$ cat config.mk
export PLATFORM = sky130hd
export DESIGN_NAME = tx_interrupt_status
export DESIGN_NICKNAME = d
export VERILOG_FILES = /design/src/verilog/tx_irq_pkg.sv /design/src/verilog/tx_interrupt_status.sv
export SDC_FILE = /design/constraint.sdc
export NUM_CORES = 1
export LEC_CHECK = 0
export BUFFER_PORTS_ARGS = -buffer_cell sky130_fd_sc_hd__buf_4
export CELL_PAD_IN_SITES_DETAIL_PLACEMENT = 1
export CELL_PAD_IN_SITES_GLOBAL_PLACEMENT = 1
export CORE_MARGIN = 1.5
export CORE_UTILIZATION = 45
export CTS_BUF_LIST = sky130_fd_sc_hd__clkbuf_16
export DETAILED_ROUTE_END_ITERATION = 8
export PLACE_DENSITY = 0.9
export SYNTH_ARGS = -nofsm -noshare
export SYNTH_HDL_FRONTEND = slang
export SYNTH_SLANG_ARGS = --single-unit
$ cat constraint.sdc
create_clock -name clk -period 7.8 [get_ports clk]
set_clock_uncertainty 0.05 [all_clocks]
set_input_delay 0.39 -clock clk [delete_from_list [all_inputs] [get_ports clk]]
set_output_delay 0.39 -clock clk [all_outputs]
set_load 0.02 [all_outputs]
$ cat src/verilog/tx_irq_pkg.sv
// Package with register map, field positions and reset values of the transmit interrupt block
package tx_irq_pkg;
  // ****************************************
  // Register offsets (byte addresses)
  // ****************************************
  localparam logic [7:0] STATUS_OFFSET  = 8'h00;
  localparam logic [7:0] UNMASK_OFFSET  = 8'h04;
  localparam logic [7:0] CONTROL_OFFSET = 8'h08;
  localparam logic [7:0] LIMIT_OFFSET   = 8'h0C;
  localparam logic [7:0] COUNT_OFFSET   = 8'h10;
  // ****************************************
  // Status field positions
  // ****************************************
  localparam int BIT_BUSY_CHG  = 7;
  localparam int BIT_ANT_SLOT  = 6;
  localparam int BIT_MORE_INT  = 5;
  localparam int BIT_CNT_REACH = 4;
  localparam int BIT_TX_DONE   = 3;
  localparam int BIT_CRC_START = 2;
  localparam int BIT_DELIM     = 1;
  localparam int BIT_FIFO_AVL  = 0;
  // Control register fields
  localparam int BIT_RX_RESET  = 0;
  localparam int BIT_NO_CRC    = 1;
  // ****************************************
  // Reset values
  // ****************************************
  localparam logic [7:0]  STATUS_RESET  = 8'h21;
  localparam logic [7:0]  UNMASK_RESET  = 8'h00;
  localparam logic [1:0]  CONTROL_RESET = 2'h0;
  localparam logic [15:0] LIMIT_RESET   = 16'hFFFF;
  localparam logic [1:0]  RESP_OKAY     = 2'h0;
  localparam logic [1:0]  RESP_SLVERR   = 2'h2;
endpackage
$ cat src/verilog/tx_interrupt_status.sv
// Transmit interrupt status register with unmask, byte counter and AXI4-Lite slave
// Functional notes
// - Writing one clears that status bit, except live bits 5 and 0
// - Writing zero leaves status bit unchanged
// - Masked bits still set, raise no interrupt
// - Interrupt only where unmask bit is one; unmask resets zero
// - Bit 7 sets on any busy change
// - Bit 6 sets at each antenna slot end
// - Receive reset also clears bit 6
// - Bit 5 set when third register active; resets one
// - Summary ignores receive interrupt register
// - Summary has its own unmask bit
// - Bit 4 sets when byte count hits limit
// - Count limit never stops transmission
// - Bit 3 sets after checksum fully sent
// - Without CRC, bit 3 sets after last data bit
// - Bit 2 sets at first CRC bit out
// - Without CRC, bit 2 never sets
// - Bit 1 sets when start delimiter sent
// - Bit 0 shows FIFO not full; resets one
`timescale 1ns/1ns
module tx_interrupt_status
  import tx_irq_pkg::*;
#(
  parameter int CNT_W = 16
) (
  input  wire logic        clk,
  input  wire logic        reset_n,
  // AXI4-Lite slave
  input  wire logic [7:0]  s_axi_awaddr,
  input  wire logic        s_axi_awvalid,
  output logic             s_axi_awready,
  input  wire logic [31:0] s_axi_wdata,
  input  wire logic [3:0]  s_axi_wstrb,
  input  wire logic        s_axi_wvalid,
  output logic             s_axi_wready,
  output logic [1:0]       s_axi_bresp,
  output logic             s_axi_bvalid,
  input  wire logic        s_axi_bready,
  input  wire logic [7:0]  s_axi_araddr,
  input  wire logic        s_axi_arvalid,
  output logic             s_axi_arready,
  output logic [31:0]      s_axi_rdata,
  output logic [1:0]       s_axi_rresp,
  output logic             s_axi_rvalid,
  input  wire logic        s_axi_rready,
  // Transmit datapath events, same clock domain
  input  wire logic        channel_busy,
  input  wire logic        antenna_slot_end,
  input  wire logic        third_irq_active,
  input  wire logic        tx_byte_sent,
  input  wire logic        tx_last_data_bit,
  input  wire logic        tx_crc_first_bit,
  input  wire logic        tx_crc_last_bit,
  input  wire logic        delimiter_sent,
  input  wire logic        tx_fifo_full,
  output logic             irq,
  output logic             no_tx_crc,
  output logic             receive_reset
);

  // ****************************************
  // Reset synchroniser
  // ****************************************
  logic [1:0] rst_sync_r;
  logic       rst_n;

  // Entry into reset is immediate; leaving it waits two edges so that
  // every flop below comes out of reset on the same clock edge
  always_ff @(posedge clk or negedge reset_n) begin
    if (!reset_n) begin
      rst_sync_r <= 2'h0;
    end else begin
      rst_sync_r <= {rst_sync_r[0], 1'b1};
    end
  end
  assign rst_n = rst_sync_r[1];

  // ****************************************
  // Register state
  // ****************************************
  logic [7:0]       status_r;
  logic [7:0]       status_nxt;
  logic [7:0]       unmask_r;
  logic [1:0]       control_r;
  logic [CNT_W-1:0] limit_r;
  logic [CNT_W-1:0] count_r;
  logic             busy_d_r;
  logic [7:0]       aw_addr_r;
  logic [31:0]      w_data_r;
  logic [3:0]       w_strb_r;
  logic             aw_have_r;
  logic             w_have_r;
  logic             ar_busy_r;

  // ****************************************
  // Bus write path
  // ****************************************
  // Address and data are caught separately so either may come first
  // Nothing new is taken while a response waits, so a held write is never overwritten
  wire   aw_take  = s_axi_awvalid && !aw_have_r && !s_axi_bvalid;
  wire   w_take   = s_axi_wvalid && !w_have_r && !s_axi_bvalid;
  wire   wr_fire  = aw_have_r && w_have_r && !s_axi_bvalid;
  wire   wr_lane0 = wr_fire && w_strb_r[0];
  wire   wr_lane1 = wr_fire && w_strb_r[1];
  wire   hit_stat = aw_addr_r[7:2] == STATUS_OFFSET[7:2];
  wire   hit_umsk = aw_addr_r[7:2] == UNMASK_OFFSET[7:2];
  wire   hit_ctrl = aw_addr_r[7:2] == CONTROL_OFFSET[7:2];
  wire   hit_lim  = aw_addr_r[7:2] == LIMIT_OFFSET[7:2];
  wire   hit_cnt  = aw_addr_r[7:2] == COUNT_OFFSET[7:2];
  wire   wr_known = hit_stat || hit_umsk || hit_ctrl || hit_lim || hit_cnt;

  assign s_axi_awready = !aw_have_r && !s_axi_bvalid;
  assign s_axi_wready  = !w_have_r && !s_axi_bvalid;

  always_ff @(posedge clk or negedge rst_n) begin
    if (!rst_n) begin
      aw_have_r <= 1'b0;
      w_have_r  <= 1'b0;
      aw_addr_r <= 8'h00;
      w_data_r  <= 32'h0000_0000;
      w_strb_r  <= 4'h0;
    end else begin
      if (aw_take) begin
        aw_have_r <= 1'b1;
        aw_addr_r <= s_axi_awaddr;
      end else if (wr_fire) begin
        aw_have_r <= 1'b0;
      end
      if (w_take) begin
        w_have_r <= 1'b1;
        w_data_r <= s_axi_wdata;
        w_strb_r <= s_axi_wstrb;
      end else if (wr_fire) begin
        w_have_r <= 1'b0;
      end
    end
  end

  // Write response, held until the master takes it
  // A master that never raises bready stalls further writes, by design
  always_ff @(posedge clk or negedge rst_n) begin
    if (!rst_n) begin
      s_axi_bvalid <= 1'b0;
      s_axi_bresp  <= RESP_OKAY;
    end else if (wr_fire) begin
      s_axi_bvalid <= 1'b1;
      s_axi_bresp  <= wr_known ? RESP_OKAY : RESP_SLVERR;
    end else if (s_axi_bready) begin
      s_axi_bvalid <= 1'b0;
    end
  end

  // ****************************************
  // Configuration registers
  // ****************************************
  // Unmask and control take byte lane 0; the limit takes lanes 0 and 1
  // Lanes 2 and 3 carry nothing here and are dropped without an error
  always_ff @(posedge clk or negedge rst_n) begin
    if (!rst_n) begin
      unmask_r  <= UNMASK_RESET;
      control_r <= CONTROL_RESET;
      limit_r   <= CNT_W'(LIMIT_RESET);
    end else begin
      if (wr_lane0 && hit_umsk) begin
        unmask_r <= w_data_r[7:0];
      end
      if (wr_lane0 && hit_ctrl) begin
        control_r <= w_data_r[1:0];
      end
      if (hit_lim && (wr_lane0 || wr_lane1)) begin
        limit_r <= CNT_W'({wr_lane1 ? w_data_r[15:8] : limit_r[15:8],
                           wr_lane0 ? w_data_r[7:0] : limit_r[7:0]});
      end
    end
  end

  assign no_tx_crc     = control_r[BIT_NO_CRC];
  assign receive_reset = control_r[BIT_RX_RESET];

  // ****************************************
  // Transmit byte counter
  // ****************************************
  // The counter only reports; transmit is never halted at the limit,
  // it ends when the FIFO drains, which is outside this block
  // A clear and a byte in the same cycle: the clear wins and that byte goes uncounted
  wire cnt_clr   = wr_lane0 && hit_cnt;
  wire cnt_reach = tx_byte_sent && (count_r + CNT_W'(1) == limit_r);

  always_ff @(posedge clk or negedge rst_n) begin
    if (!rst_n) begin
      count_r <= '0;
    end else if (cnt_clr) begin
      count_r <= '0;
    end else if (tx_byte_sent) begin
      count_r <= count_r + CNT_W'(1);
    end
  end

  // ****************************************
  // Status events
  // ****************************************
  // Event inputs come from logic on this clock, so they need no synchroniser
  wire       crc_on = !no_tx_crc;
  logic [7:0] ev;
  logic [7:0] w1c;

  assign ev[BIT_BUSY_CHG]  = channel_busy ^ busy_d_r;
  assign ev[BIT_ANT_SLOT]  = antenna_slot_end;
  assign ev[BIT_MORE_INT]  = 1'b0;
  assign ev[BIT_CNT_REACH] = cnt_reach;
  assign ev[BIT_TX_DONE]   = crc_on ? tx_crc_last_bit : tx_last_data_bit;
  assign ev[BIT_CRC_START] = crc_on && tx_crc_first_bit;
  assign ev[BIT_DELIM]     = delimiter_sent;
  assign ev[BIT_FIFO_AVL]  = 1'b0;

  // A one clears, a zero keeps
  assign w1c = (wr_lane0 && hit_stat) ? w_data_r[7:0] : 8'h00;

  // Set wins over a clear in the same cycle so no event is lost
  always_comb begin
    status_nxt = (status_r & ~w1c) | ev;
    if (receive_reset && !ev[BIT_ANT_SLOT]) begin
      status_nxt[BIT_ANT_SLOT] = 1'b0;
    end
    // Summary tracks the third register live, only it, so a write has no hold
    status_nxt[BIT_MORE_INT] = third_irq_active;
    status_nxt[BIT_FIFO_AVL] = !tx_fifo_full;
  end

  // busy_d_r starts low: a channel already busy at release reports one change
  always_ff @(posedge clk or negedge rst_n) begin
    if (!rst_n) begin
      status_r <= STATUS_RESET;
      busy_d_r <= 1'b0;
    end else begin
      status_r <= status_nxt;
      busy_d_r <= channel_busy;
    end
  end

  // ****************************************
  // Interrupt output
  // ****************************************
  // Masked bits keep their status; the summary uses its own unmask bit
  // Registered, so the line cannot glitch while status bits settle
  always_ff @(posedge clk or negedge rst_n) begin
    if (!rst_n) begin
      irq <= 1'b0;
    end else begin
      irq <= |(status_r & unmask_r);
    end
  end

  // ****************************************
  // Bus read path
  // ****************************************
  wire        rd_take = s_axi_arvalid && !ar_busy_r;
  wire [5:0]  ra      = s_axi_araddr[7:2];
  logic [31:0] rd_mux;
  logic        rd_ok;

  always_comb begin
    rd_ok  = 1'b1;
    rd_mux = 32'h0000_0000;
    if (ra == STATUS_OFFSET[7:2]) begin
      rd_mux[7:0] = status_r;
    end else if (ra == UNMASK_OFFSET[7:2]) begin
      rd_mux[7:0] = unmask_r;
    end else if (ra == CONTROL_OFFSET[7:2]) begin
      rd_mux[1:0] = control_r;
    end else if (ra == LIMIT_OFFSET[7:2]) begin
      rd_mux[CNT_W-1:0] = limit_r;
    end else if (ra == COUNT_OFFSET[7:2]) begin
      rd_mux[CNT_W-1:0] = count_r;
    end else begin
      rd_ok = 1'b0;
    end
  end

  assign s_axi_arready = !ar_busy_r;

  // Read data is captured once and held until taken
  // Reading is never destructive; a write of ones clears status, and receive reset clears bit 6
  always_ff @(posedge clk or negedge rst_n) begin
    if (!rst_n) begin
      ar_busy_r    <= 1'b0;
      s_axi_rvalid <= 1'b0;
      s_axi_rdata  <= 32'h0000_0000;
      s_axi_rresp  <= RESP_OKAY;
    end else if (rd_take) begin
      ar_busy_r    <= 1'b1;
      s_axi_rvalid <= 1'b1;
      s_axi_rdata  <= rd_mux;
      s_axi_rresp  <= rd_ok ? RESP_OKAY : RESP_SLVERR;
    end else if (s_axi_rvalid && s_axi_rready) begin
      ar_busy_r    <= 1'b0;
      s_axi_rvalid <= 1'b0;
    end
  end

endmodule

==> run_summary.xml, run 1 <==
<?xml version="1.0" encoding="UTF-8"?>
<metrics>
  <group name="drt">
    <metric name="detailroute.via_count" unit="">3814</metric>
    <metric name="postRouteAntennaNets" unit="">0</metric>
    <metric name="routed_wirelength_normalized_by_instance_count" unit="µm">18.9</metric>
    <metric name="drtIter0Drc" unit="">155</metric>
    <metric name="routed_wirelength" unit="µm">12800</metric>
    <metric name="tritonroute_pass_1_iters" unit="">4</metric>
    <metric name="post_drt_via_cell_ratio" unit="">5.63</metric>
    <metric name="remaining_drc_errors" unit="">0</metric>
  </group>
  <group name="pwr">
    <metric name="p_per_area" unit="nW/µm²">301</metric>
    <metric name="ir_worst_vdd" unit="mV">0.213</metric>
    <metric name="power.total" unit="µW">1770</metric>
    <metric name="power.leakage" unit="µW">0.00260</metric>
  </group>
  <group name="grt">
    <metric name="number_of_antenna_violations_at_the_first_check_in_global_routing" unit="">0</metric>
    <metric name="largest_net_degree_at_the_start_of_global_routing" unit="">67</metric>
    <metric name="number_of_global_route_vias_before_repair" unit="">4011</metric>
    <metric name="wire_length_of_the_first_global_routing_pass" unit="µm">21000</metric>
    <metric name="grt_remaining_overflow" unit="">0</metric>
    <metric name="gr-usage-all-layers" unit="%">23.4</metric>
  </group>
  <group name="sta">
    <metric name="grt_setup_unrepaired" unit="">no</metric>
    <metric name="final_period_minus_worst_setup_slack" unit="ns">2.52</metric>
    <metric name="finalHoldViolCount" unit="">0</metric>
    <metric name="timing.final.setup_violations" unit="">0</metric>
    <metric name="max_slew.worst_pin.slew" unit="ns">1.16</metric>
    <metric name="finalCritPeriodShare" unit="%">32.3</metric>
    <metric name="timing.fmax" unit="GHz">0.396</metric>
    <metric name="timing.final.max_slew_violations" unit="">0</metric>
    <metric name="tns" unit="ns">0</metric>
    <metric name="slew-limit-headroom" unit="%">21.8</metric>
  </group>
  <group name="synth">
    <metric name="yosysWarnings" unit="">0</metric>
    <metric name="synth_flop_cell" unit="">dfrtp_1</metric>
    <metric name="netlist_cell_types" unit="">56</metric>
    <metric name="yosys.area.top_type" unit="">dfrtp_1</metric>
    <metric name="synth.area.top_cells" unit="">dfrtp_1 40%, mux2_2 11%, dfstp_2 9.3%, xor2_1 4.3%, nand2_1 3.6%</metric>
    <metric name="yosys_register_bits" unit="">100</metric>
    <metric name="syn_area_per_cell" unit="µm²">10.5</metric>
    <metric name="syn-cell-area" unit="µm²">5070</metric>
    <metric name="synth-edff-count" unit="">0</metric>
    <metric name="yosysTopAreaCellShare" unit="%">40.5</metric>
    <metric name="postSynthCellCount" unit="">481</metric>
    <metric name="ys_seq_area_share" unit="%">49.8</metric>
    <metric name="synth_async_sr_flop_share" unit="%">100</metric>
  </group>
  <group name="cells_and_area">
    <metric name="layout_commonest_cell" unit="">dfrtp_1</metric>
    <metric name="nets" unit="">601</metric>
    <metric name="final_design_area_no_fill" unit="µm²">5860</metric>
    <metric name="finalCoreUtilization" unit="%">53.6</metric>
    <metric name="antenna-diode-count" unit="">0</metric>
    <metric name="filler_cell_count" unit="">1211</metric>
    <metric name="final_cell_mix" unit="">81 x dfrtp_1, 72 x buf_4, 51 x mux2_2, 49 x nand2_1, 36 x o21ai_0</metric>
    <metric name="syn_to_final_growth" unit="%">15.6</metric>
    <metric name="drive_above_1_share" unit="%">30.9</metric>
  </group>
  <group name="clock_network">
    <metric name="clock_transition_time_at_the_flip_flop_clock_pins_of_the_worst_setup_and_hold_paths" unit="ns">0.07</metric>
    <metric name="clock-root-buffer" unit="">clkbuf_16</metric>
    <metric name="tritoncts" unit="">done</metric>
    <metric name="post-cts-setup-buffers" unit="">0</metric>
    <metric name="htreeDepth" unit="">3</metric>
    <metric name="clock_sink_total" unit="">100</metric>
    <metric name="worst_skew_pair.late_latency" unit="ns">0.35</metric>
    <metric name="cts_buffers" unit="">9</metric>
    <metric name="cts_max_path_buffers" unit="">2</metric>
  </group>
  <group name="placed_design">
    <metric name="routabilityCongestion" unit="">0.859</metric>
    <metric name="hpwlAfterDp" unit="µm">9090</metric>
    <metric name="dpl-instance-area" unit="µm²">5590</metric>
    <metric name="port-buffer-count" unit="">71</metric>
  </group>
  <group name="setup_path">
    <metric name="critical_path_cell_with_the_highest_stage_delay" unit="">dfrtp_1</metric>
    <metric name="critical_path_cell_by_cell" unit="">ha_1, and4_1, nand3_1, a221oi_1, o32a_1, nand4_1, o31ai_1</metric>
    <metric name="crit_type" unit="">reg -&gt; reg</metric>
    <metric name="critical_path.max_stage_delay" unit="ns">0.56</metric>
    <metric name="timing.critical_path.to_type" unit="">register</metric>
    <metric name="cp_data_required_time" unit="ns">8.01</metric>
    <metric name="cp_max_fo" unit="">9</metric>
    <metric name="cp-start-kind" unit="">register</metric>
    <metric name="worst_ep_arrival_time" unit="ns">2.73</metric>
  </group>
  <group name="floorplanning">
    <metric name="fp.dieArea" unit="µm²">11900</metric>
    <metric name="initial_core_util" unit="%">46.4</metric>
    <metric name="dieWidth" unit="µm">109</metric>
    <metric name="floorplan.rows" unit="">38</metric>
    <metric name="die_y" unit="µm">109</metric>
    <metric name="io_pins" unit="">112</metric>
    <metric name="area_of_the_core" unit="µm²">10900</metric>
  </group>
  <group name="flow_run">
    <metric name="maxCapViolations" unit="">0</metric>
  </group>
  <group name="run_status">
    <metric name="run_status" unit="">finished, final reports clean</metric>
  </group>
  <group name="hold_path">
    <metric name="holdCritPathClass" unit="">in -&gt; reg</metric>
  </group>
</metrics>
kinds of logic (layout without fill, tap and decap cells):
logic type | after synthesis | after routing | share of synthesized area [%]
AOI/OAI and AO/OA | 92 | 92 | 11.5
xor gates and xnor gates | 32 | 32 | 5.53
adders and majority gates | 1 | 1 | 0.247
buffers and inverters | 58 | 97 | 5.99
DFF | 100 | 100 | 49.8
muxes | 57 | 57 | 12.5
other | 2 | 19 | 0.148
and+or+nand+nor | 139 | 139 | 14.3
routing by layer:
| metal | global-route usage, % | part of all wire, % | vias to the layer above |
|---|---|---|---|
| met1 | 30.4 | 43 | 1931 |
| met5 | 0 | 0 | - |
| met3 | 4.54 | 5.4 | 13 |
| li1 | - | - | 1755 |
| met2 | 39.3 | 50 | 115 |
| met4 | 7.79 | 1.6 | 0 |
synthesized netlist by cell type (3+ instances only):
cell type and n:
inv_1 8, dfstp_2 18, mux2i_1 6, nand2_1 49, a22o_1 8, dfrtp_1 82
o2111ai_1 3, buf_1 3, and4_1 4, xnor2_1 7, clkbuf_1 16, o21ai_0 36
xor2_1 25, mux2_2 51, a31oi_1 4, nor4_1 5, nor2_1 30, a21o_1 4
a21oi_1 14, buf_4 19, a22oi_1 12, nand3_1 9, buf_2 11, nor2b_1 4
nand4_1 9, and3_1 5
repair_timing:
action / 4_1_cts / 5_1_grt
resized for setup: 0 / 0
hold endpoints to repair: 2 / 0
hold buffers: 1 / 0
metrics by stage:
stage	hold WS, ns	setup WS (ns)	std cells
2_1_floorplan	0.0444	4.79	498
3_3_place_gp	0.123	5.37	660
3_5_place_dp	0.124	5.31	660
4_1_cts	0.0881	5.29	677
5_1_grt	0.0883	5.07	677
6_report	0.0975	5.28	677
worst max-delay path: cells and delay by family (launching register included):
kind,cells,cell delay [ns]
compound gates,3,0.71
fa+ha+maj,1,0.40
flops,1,0.56
simple gates,3,0.71
final timing paths:
path / start / to / slack (ns) / cells past startpoint
setup / recovery: count_r[0]$_DFFE_PN0P_ / status_r[4]$_DFF_PN0_ / 5.28 / 7
hold / removal: tx_fifo_full / status_r[0]$_DFF_PN1_ / 0.1 / 2
setup reg to reg: count_r[0]$_DFFE_PN0P_ / status_r[4]$_DFF_PN0_ / 5.28 / 7
hold reg to reg: rst_sync_r[1]$_DFF_PN0_ / w_have_r$_DFFE_PN0P_ / 0.21 / 0
max in group asynchronous: rst_sync_r[1]$_DFF_PN0_ / busy_d_r$_DFF_PN0_ / 6.33 / 1
min in group asynchronous: rst_sync_r[1]$_DFF_PN0_ / w_have_r$_DFFE_PN0P_ / 0.21 / 0
area by class of cell:
type	count	area, µm²	share of cell area, %
clock inverters	7	38.8	0.662
clock buffers	9	225	3.84
inverters	8	30.0	0.512
flip-flops and latches	100	2530	43.1
multi-input cells	340	2310	39.5
repair buffers	73	551	9.39
well taps	140	175	2.99
state kept, by name (all words and copies together), names as in the netlist, 2 cells and up:
name,count
w_data_r,16
control_r,2
s_axi_rdata,16
limit_r,16
count_r,16
status_r,8
rst_sync_r,2
unmask_r,8
w_strb_r,2
aw_addr_r,6
report_power, final:
group	internal, µW	switching [µW]
Clock	213	197
Sequential	674	190
Combinational	248	245
Note: power is estimated with default switching activity, not from simulation.
==> run 2: changes to the inputs <==
--- a/config.mk
+++ b/config.mk
@@ -9,10 +9,10 @@
 export CELL_PAD_IN_SITES_DETAIL_PLACEMENT = 1
 export CELL_PAD_IN_SITES_GLOBAL_PLACEMENT = 1
 export CORE_MARGIN = 1.5
-export CORE_UTILIZATION = 45
+export CORE_UTILIZATION = 38
 export CTS_BUF_LIST = sky130_fd_sc_hd__clkbuf_16
 export DETAILED_ROUTE_END_ITERATION = 8
-export PLACE_DENSITY = 0.9
+export PLACE_DENSITY = 0.81
 export SYNTH_ARGS = -nofsm -noshare
 export SYNTH_HDL_FRONTEND = slang
 export SYNTH_SLANG_ARGS = --single-unit
==> constraint.sdc (replaced) <==
create_clock -name clk -period 2.1 [get_ports clk]
set_clock_uncertainty 0.05 [all_clocks]
set_input_delay 0.105 -clock clk [delete_from_list [all_inputs] [get_ports clk]]
set_output_delay 0.105 -clock clk [all_outputs]
set_load 0.02 [all_outputs]
==> run_summary.xml, run 2 (synthesized netlist as in run 1, its figures left out) <==
<?xml version="1.0" encoding="UTF-8"?>
<metrics>
  <group name="run_status">
    <metric name="run_status" unit="">finished, final reports clean</metric>
  </group>
  <group name="sta">
    <metric name="finalCritPeriodShare" unit="%">95.5</metric>
    <metric name="timing.final.setup_violations" unit="">0</metric>
    <metric name="slew-limit-headroom" unit="%">65.3</metric>
    <metric name="timing.fmax" unit="GHz">0.498</metric>
    <metric name="finalHoldViolCount" unit="">0</metric>
    <metric name="final_period_minus_worst_setup_slack" unit="ns">2.01</metric>
    <metric name="hold_ws" unit="ns">0.0892</metric>
    <metric name="max_slew.worst_pin.slew" unit="ns">0.519</metric>
    <metric name="timing.final.max_slew_violations" unit="">0</metric>
  </group>
  <group name="clock_network">
    <metric name="htreeDepth" unit="">3</metric>
    <metric name="worst_skew_pair.late_latency" unit="ns">0.35</metric>
    <metric name="cts_max_path_buffers" unit="">2</metric>
    <metric name="tritoncts" unit="">done</metric>
    <metric name="clock_sink_total" unit="">100</metric>
    <metric name="clock-root-buffer" unit="">clkbuf_16</metric>
    <metric name="cts_buffers" unit="">9</metric>
    <metric name="clock_transition_time_at_the_flip_flop_clock_pins_of_the_worst_setup_and_hold_paths" unit="ns">0.07</metric>
  </group>
  <group name="drt">
    <metric name="remaining_drc_errors" unit="">0</metric>
    <metric name="detailroute.via_count" unit="">4025</metric>
    <metric name="drtIter0Drc" unit="">159</metric>
    <metric name="postRouteAntennaNets" unit="">0</metric>
    <metric name="post_drt_via_cell_ratio" unit="">5.25</metric>
    <metric name="routed_wirelength_normalized_by_instance_count" unit="µm">18.2</metric>
    <metric name="tritonroute_pass_1_iters" unit="">4</metric>
    <metric name="routed_wirelength" unit="µm">13900</metric>
  </group>
  <group name="setup_path">
    <metric name="critical_path_cell_with_the_highest_stage_delay" unit="">dfrtp_1</metric>
    <metric name="cp-start-kind" unit="">register</metric>
    <metric name="cp_max_fo" unit="">6</metric>
    <metric name="ff2ff_path_depth" unit="">8</metric>
    <metric name="critical_path_cell_by_cell" unit="">ha_2, buf_4, nand3_1, o21ai_0, nand4_1, nor4_2, o2111ai_1, o31ai_1</metric>
    <metric name="timing.rr.end" unit="">status_r[4]$_DFF_PN0_</metric>
    <metric name="crit-reg2reg-launch" unit="">count_r[0]$_DFFE_PN0P_</metric>
    <metric name="crit_type" unit="">reg -&gt; reg</metric>
    <metric name="critical_path.max_stage_delay" unit="ns">0.37</metric>
    <metric name="worst_ep_arrival_time" unit="ns">2.21</metric>
    <metric name="cp_data_required_time" unit="ns">2.31</metric>
    <metric name="ff2ff_setup_slack" unit="ns">0.09</metric>
    <metric name="timing.critical_path.to_type" unit="">register</metric>
  </group>
  <group name="floorplanning">
    <metric name="die_y" unit="µm">119</metric>
    <metric name="initial_core_util" unit="%">38.6</metric>
    <metric name="dieWidth" unit="µm">119</metric>
    <metric name="io_pins" unit="">112</metric>
    <metric name="fp.dieArea" unit="µm²">14100</metric>
    <metric name="floorplan.rows" unit="">42</metric>
    <metric name="area_of_the_core" unit="µm²">13100</metric>
  </group>
  <group name="hold_path">
    <metric name="timing.hold.worst_endpoint" unit="">status_r[3]$_DFF_PN0_</metric>
    <metric name="holdCritPathClass" unit="">in -&gt; reg</metric>
    <metric name="min_path_cells" unit="">3</metric>
    <metric name="min_from" unit="">tx_crc_last_bit</metric>
  </group>
  <group name="pwr">
    <metric name="power.total" unit="µW">6940</metric>
    <metric name="p_per_area" unit="nW/µm²">1070</metric>
    <metric name="power.leakage" unit="µW">0.00285</metric>
    <metric name="ir_worst_vdd" unit="mV">0.710</metric>
  </group>
  <group name="cells_and_area">
    <metric name="final_design_area_no_fill" unit="µm²">6460</metric>
    <metric name="nets" unit="">655</metric>
    <metric name="layout_commonest_cell" unit="">buf_4</metric>
    <metric name="final_cell_mix" unit="">90 x buf_4, 79 x dfrtp_1, 51 x mux2_2, 49 x nand2_1, 36 x o21ai_0</metric>
    <metric name="syn_to_final_growth" unit="%">27.4</metric>
    <metric name="antenna-diode-count" unit="">0</metric>
    <metric name="drive_above_1_share" unit="%">32.5</metric>
  </group>
  <group name="grt">
    <metric name="gr-usage-all-layers" unit="%">20.8</metric>
    <metric name="wire_length_of_the_first_global_routing_pass" unit="µm">22700</metric>
    <metric name="largest_net_degree_at_the_start_of_global_routing" unit="">61</metric>
    <metric name="grt_remaining_overflow" unit="">0</metric>
    <metric name="number_of_antenna_violations_at_the_first_check_in_global_routing" unit="">0</metric>
    <metric name="number_of_global_route_vias_before_repair" unit="">4368</metric>
  </group>
  <group name="placed_design">
    <metric name="port-buffer-count" unit="">71</metric>
    <metric name="dpl-instance-area" unit="µm²">5790</metric>
    <metric name="hpwlAfterDp" unit="µm">9720</metric>
    <metric name="routabilityCongestion" unit="">0.817</metric>
  </group>
  <group name="flow_run">
    <metric name="maxCapViolations" unit="">0</metric>
  </group>
</metrics>
[run 2: cell types whose count changed in the layout (fill, tap and decap cells not counted), moves of 2 or more]
cell and delta:
dlygate4sd3_1 +34, dfrtp_2 +2, buf_4 +18, buf_12 +2, dfrtp_1 -2, inv_1 -2
[run 2: how the worst max path moves through the flow]
stage,end,slack [ns],startpoint,cells past startpoint
final,status_r[4]$_DFF_PN0_,0.09,count_r[0]$_DFFE_PN0P_,8
after global routing,status_r[4]$_DFF_PN0_,-0.02,count_r[0]$_DFFE_PN0P_,8
after CTS,status_r[4]$_DFF_PN0_,0.004,count_r[1]$_DFFE_PN0P_,8
after detailed placement,unmask_r[5]$_DFFE_PN0P_,0.05,s_axi_bvalid$_DFFE_PN0P_,7
after global placement,control_r[1]$_DFFE_PN0P_,0.09,s_axi_bvalid$_DFFE_PN0P_,6
after floorplan,w_data_r[10]$_DFFE_PN0P_,0.03,s_axi_bvalid$_DFFE_PN0P_,5
[run 2: layout make-up]
| cell class | instances | area, µm² |
|---|---|---|
| Clock inverter | 6 | 58.8 |
| Fill cell | 1441 | 6670 |
| Clock buffer | 9 | 225 |
| Timing Repair Buffer | 127 | 1070 |
| Inverter | 8 | 30.0 |
| Tap cell | 176 | 220 |
| Sequential cell | 100 | 2530 |
| Multi-Input combinational cell | 340 | 2330 |
[run 2: worst max-delay path, delay by kind of cell, from the launching register on]
family | cells | cell delay [ns]
AND/OR/NAND/NOR | 3 | 0.54
AO/OA/AOI/OAI | 3 | 0.56
adder cells (fa/ha/maj) | 1 | 0.26
flip-flops | 1 | 0.37
buffers and inverters | 1 | 0.13
[run 2: through the flow]
stage / setup WS [ns] / instances / util (%) / setup TNS (ns)
floorplan: 0.0270 / 498 / - / 0
global placement: 0.0859 / 713 / 44.0 / 0
detailed placement: 0.0466 / 713 / 44.0 / 0
CTS: 0.00429 / 763 / 48.9 / 0
global route: -0.0242 / 766 / 49.2 / -0.0729
finish: 0.0935 / 766 / 49.2 / 0
[run 2: report_power, final]
| part | switching, µW | internal [µW] | leakage (µW) |
|---|---|---|---|
| sequential | 668 | 2510 | 0.00121 |
| clock | 702 | 908 | 0.000140 |
| combinational | 1060 | 1100 | 0.00151 |
[run 2: what timing repair did]
action | CTS | global route
endpoints found under the hold margin | 35 | 0
setup endpoints to repair | 0 | 24
hold buffers | 35 | 0
buffers inserted | 0 | 3
resized for setup | 0 | 6
[run 2: layer usage]
metal,vias to the layer above,share of wire (%),GRT usage [%]
met5,-,0,0
met4,0,2.2,8.96
met3,22,4.3,3.91
met2,126,52,35.5
met1,2019,42,25.9
li1,1858,-,-
==> run 3: changes to the inputs <==
==> constraint.sdc (replaced) <==
create_clock -name clk -period 1.7 [get_ports clk]
set_clock_uncertainty 0.05 [all_clocks]
set_input_delay 0.085 -clock clk [delete_from_list [all_inputs] [get_ports clk]]
set_output_delay 0.085 -clock clk [all_outputs]
set_load 0.02 [all_outputs]
==> run_summary.xml, run 3 (synthesized netlist as in run 1, its figures left out) <==
<?xml version="1.0" encoding="UTF-8"?>
<metrics>
  <group name="sta">
    <metric name="finalHoldViolCount" unit="">0</metric>
    <metric name="final_period_minus_worst_setup_slack" unit="ns">1.94</metric>
    <metric name="timing.fmax" unit="GHz">0.515</metric>
    <metric name="grt_setup_unrepaired" unit="">yes</metric>
    <metric name="finalCritPeriodShare" unit="%">114</metric>
    <metric name="timing.final.setup_violations" unit="">34</metric>
    <metric name="timing.final.max_slew_violations" unit="">0</metric>
    <metric name="max_slew.worst_pin.slew" unit="ns">0.531</metric>
    <metric name="slew-limit-headroom" unit="%">64.6</metric>
    <metric name="tns" unit="ns">-6.31</metric>
    <metric name="layout_setup_ws" unit="ns">-0.242</metric>
  </group>
  <group name="drt">
    <metric name="tritonroute_pass_1_iters" unit="">4</metric>
    <metric name="routed_wirelength" unit="µm">16100</metric>
    <metric name="detailroute.via_count" unit="">4389</metric>
    <metric name="routed_wirelength_normalized_by_instance_count" unit="µm">19.7</metric>
    <metric name="highest-signal-layer" unit="">met4</metric>
    <metric name="postRouteAntennaNets" unit="">0</metric>
    <metric name="drtIter0Drc" unit="">248</metric>
    <metric name="remaining_drc_errors" unit="">0</metric>
    <metric name="met2RoutedLength" unit="µm">8270</metric>
    <metric name="post_drt_via_cell_ratio" unit="">5.37</metric>
    <metric name="wl_met1" unit="µm">6730</metric>
    <metric name="routed_wire_length_on_met3" unit="µm">652</metric>
  </group>
  <group name="placed_design">
    <metric name="port-buffer-count" unit="">71</metric>
    <metric name="routabilityCongestion" unit="">0.886</metric>
    <metric name="dpl-instance-area" unit="µm²">6150</metric>
    <metric name="hpwlAfterDp" unit="µm">10200</metric>
  </group>
  <group name="cells_and_area">
    <metric name="final_design_area_no_fill" unit="µm²">7060</metric>
    <metric name="filler_cell_count" unit="">1447</metric>
    <metric name="final_cell_mix" unit="">134 x buf_4, 75 x dfrtp_1, 44 x nand2_1, 40 x mux2_2</metric>
    <metric name="antenna-diode-count" unit="">0</metric>
    <metric name="multiInputGateArea" unit="µm²">2480</metric>
    <metric name="syn_to_final_growth" unit="%">39.2</metric>
    <metric name="seq_area" unit="µm²">2540</metric>
    <metric name="nets" unit="">705</metric>
    <metric name="layout_commonest_cell" unit="">buf_4</metric>
    <metric name="drive_above_1_share" unit="%">42.0</metric>
  </group>
  <group name="setup_path">
    <metric name="critical_path_cell_with_the_highest_stage_delay" unit="">dfrtp_2</metric>
    <metric name="timing.rr.end" unit="">unmask_r[6]$_DFFE_PN0P_</metric>
    <metric name="cp-start-kind" unit="">register</metric>
    <metric name="cp_max_fo" unit="">8</metric>
    <metric name="worst_ep_arrival_time" unit="ns">2.14</metric>
    <metric name="worst-path-buf-inv" unit="">1</metric>
    <metric name="ff2ff_setup_slack" unit="ns">-0.24</metric>
    <metric name="ff2ff_path_depth" unit="">7</metric>
    <metric name="critical_path_cell_by_cell" unit="">nand3b_1, nor4_2, and2b_2, nand2_4, nor3b_4, buf_6, mux2_2</metric>
    <metric name="crit-reg2reg-launch" unit="">s_axi_bvalid$_DFFE_PN0P_</metric>
    <metric name="critical-path-top-delay-family" unit="">simple AND/OR/NAND/NOR gates</metric>
    <metric name="crit_type" unit="">reg -&gt; reg</metric>
    <metric name="critical_path.max_stage_delay" unit="ns">0.40</metric>
    <metric name="crit_path_start" unit="">s_axi_bvalid$_DFFE_PN0P_</metric>
    <metric name="cp_data_required_time" unit="ns">1.90</metric>
    <metric name="timing.critical_path.to_type" unit="">register</metric>
  </group>
  <group name="clock_network">
    <metric name="worst_skew_pair.late_latency" unit="ns">0.37</metric>
    <metric name="clock_sink_total" unit="">100</metric>
    <metric name="clock-root-buffer" unit="">clkbuf_16</metric>
    <metric name="htreeDepth" unit="">3</metric>
    <metric name="tritoncts" unit="">done</metric>
    <metric name="cts_max_path_buffers" unit="">2</metric>
    <metric name="cts_buffers" unit="">9</metric>
    <metric name="clock_transition_time_at_the_flip_flop_clock_pins_of_the_worst_setup_and_hold_paths" unit="ns">0.07</metric>
  </group>
  <group name="floorplanning">
    <metric name="die_y" unit="µm">119</metric>
    <metric name="area_of_the_core" unit="µm²">13100</metric>
    <metric name="fp.dieArea" unit="µm²">14100</metric>
    <metric name="dieWidth" unit="µm">119</metric>
    <metric name="io_pins" unit="">112</metric>
    <metric name="floorplan.rows" unit="">42</metric>
    <metric name="initial_core_util" unit="%">38.6</metric>
  </group>
  <group name="hold_path">
    <metric name="min_path_cells" unit="">3</metric>
    <metric name="holdCritPathClass" unit="">in -&gt; reg</metric>
    <metric name="timing.hold.worst_endpoint" unit="">status_r[3]$_DFF_PN0_</metric>
    <metric name="min_from" unit="">tx_crc_last_bit</metric>
  </group>
  <group name="pwr">
    <metric name="ir_worst_vdd" unit="mV">1.15</metric>
    <metric name="p_per_area" unit="nW/µm²">1330</metric>
    <metric name="power.leakage" unit="µW">0.00316</metric>
  </group>
  <group name="grt">
    <metric name="number_of_global_route_vias_before_repair" unit="">4728</metric>
    <metric name="largest_net_degree_at_the_start_of_global_routing" unit="">58</metric>
    <metric name="number_of_antenna_violations_at_the_first_check_in_global_routing" unit="">0</metric>
    <metric name="grt_remaining_overflow" unit="">0</metric>
    <metric name="wire_length_of_the_first_global_routing_pass" unit="µm">24500</metric>
    <metric name="gr-usage-all-layers" unit="%">22.5</metric>
  </group>
  <group name="flow_run">
    <metric name="maxCapViolations" unit="">0</metric>
  </group>
  <group name="run_status">
    <metric name="failed_checks" unit="">setup timing</metric>
    <metric name="run_status" unit="">finished with violations</metric>
  </group>
</metrics>
run 3: cell count changes in the layout (fill, tap and decap cells not counted), moves of 4 or more:
cell	previous run	this run
dfrtp_2	2	6
buf_4	90	134
mux2_4	0	11
dfrtp_1	79	75
mux2_2	51	40
nand2_2	0	5
nand2_1	49	44
run 3: worst max-delay path by stage:
stage	slack [ns]	cells past startpoint	endpoint
2_1_floorplan	-0.31	6	unmask_r[0]$_DFFE_PN0P_
3_3_place_gp	-0.24	7	unmask_r[0]$_DFFE_PN0P_
3_5_place_dp	-0.34	6	control_r[0]$_DFFE_PN0P_
4_1_cts	-0.29	7	unmask_r[1]$_DFFE_PN0P_
5_1_grt	-0.34	7	unmask_r[3]$_DFFE_PN0P_
6_report	-0.24	7	unmask_r[6]$_DFFE_PN0P_
run 3: layout make-up:
type	count	area share, %
repair buffers	177	21.1
clock buffers	9	3.19
multi-input cells	340	35.2
clock inverters	7	1.06
inverters	8	0.425
well taps	176	3.12
flip-flops and latches	100	35.9
run 3: through the flow:
stage | total power, µW | std cells | util, % | hold WS, ns | setup slack (ns)
CTS | 9100 | 817 | 52.7 | 0.0334 | -0.293
finish | 9380 | 817 | 53.7 | 0.0290 | -0.242
floorplan | 5480 | 498 | - | -0.261 | -0.309
global route | 9820 | 817 | 53.7 | 0.0412 | -0.344
global placement | 6570 | 757 | 46.8 | -0.182 | -0.239
detailed placement | 6780 | 757 | 46.8 | -0.181 | -0.344
run 3: worst min-delay path, cell delays in order:
cell	delay, ns
buf_4	0.08
nor2b_1	0.12
a221o_1	0.13
run 3: repair_timing:
action	CTS	global route
gates resized for setup	16	31
buffers inserted	9	4
hold buffers	35	0
pin swaps	2	9
setup endpoints to repair	36	48
hold endpoints to repair	35	0
cloned	0	1
run 3: metal layers:
layer  global-route usage [%]  vias up
li1                         -     1959
met1                     27.3     2244
met2                     38.2      143
met3                     4.92       43
met4                     10.5        0
met5                        0        -
run 3: power by group:
part	internal (µW)	total [µW]	switching, µW
logic	1780	3340	1560
registers	3110	3910	808
clock network	1150	2130	974
total	6040	9380	3340
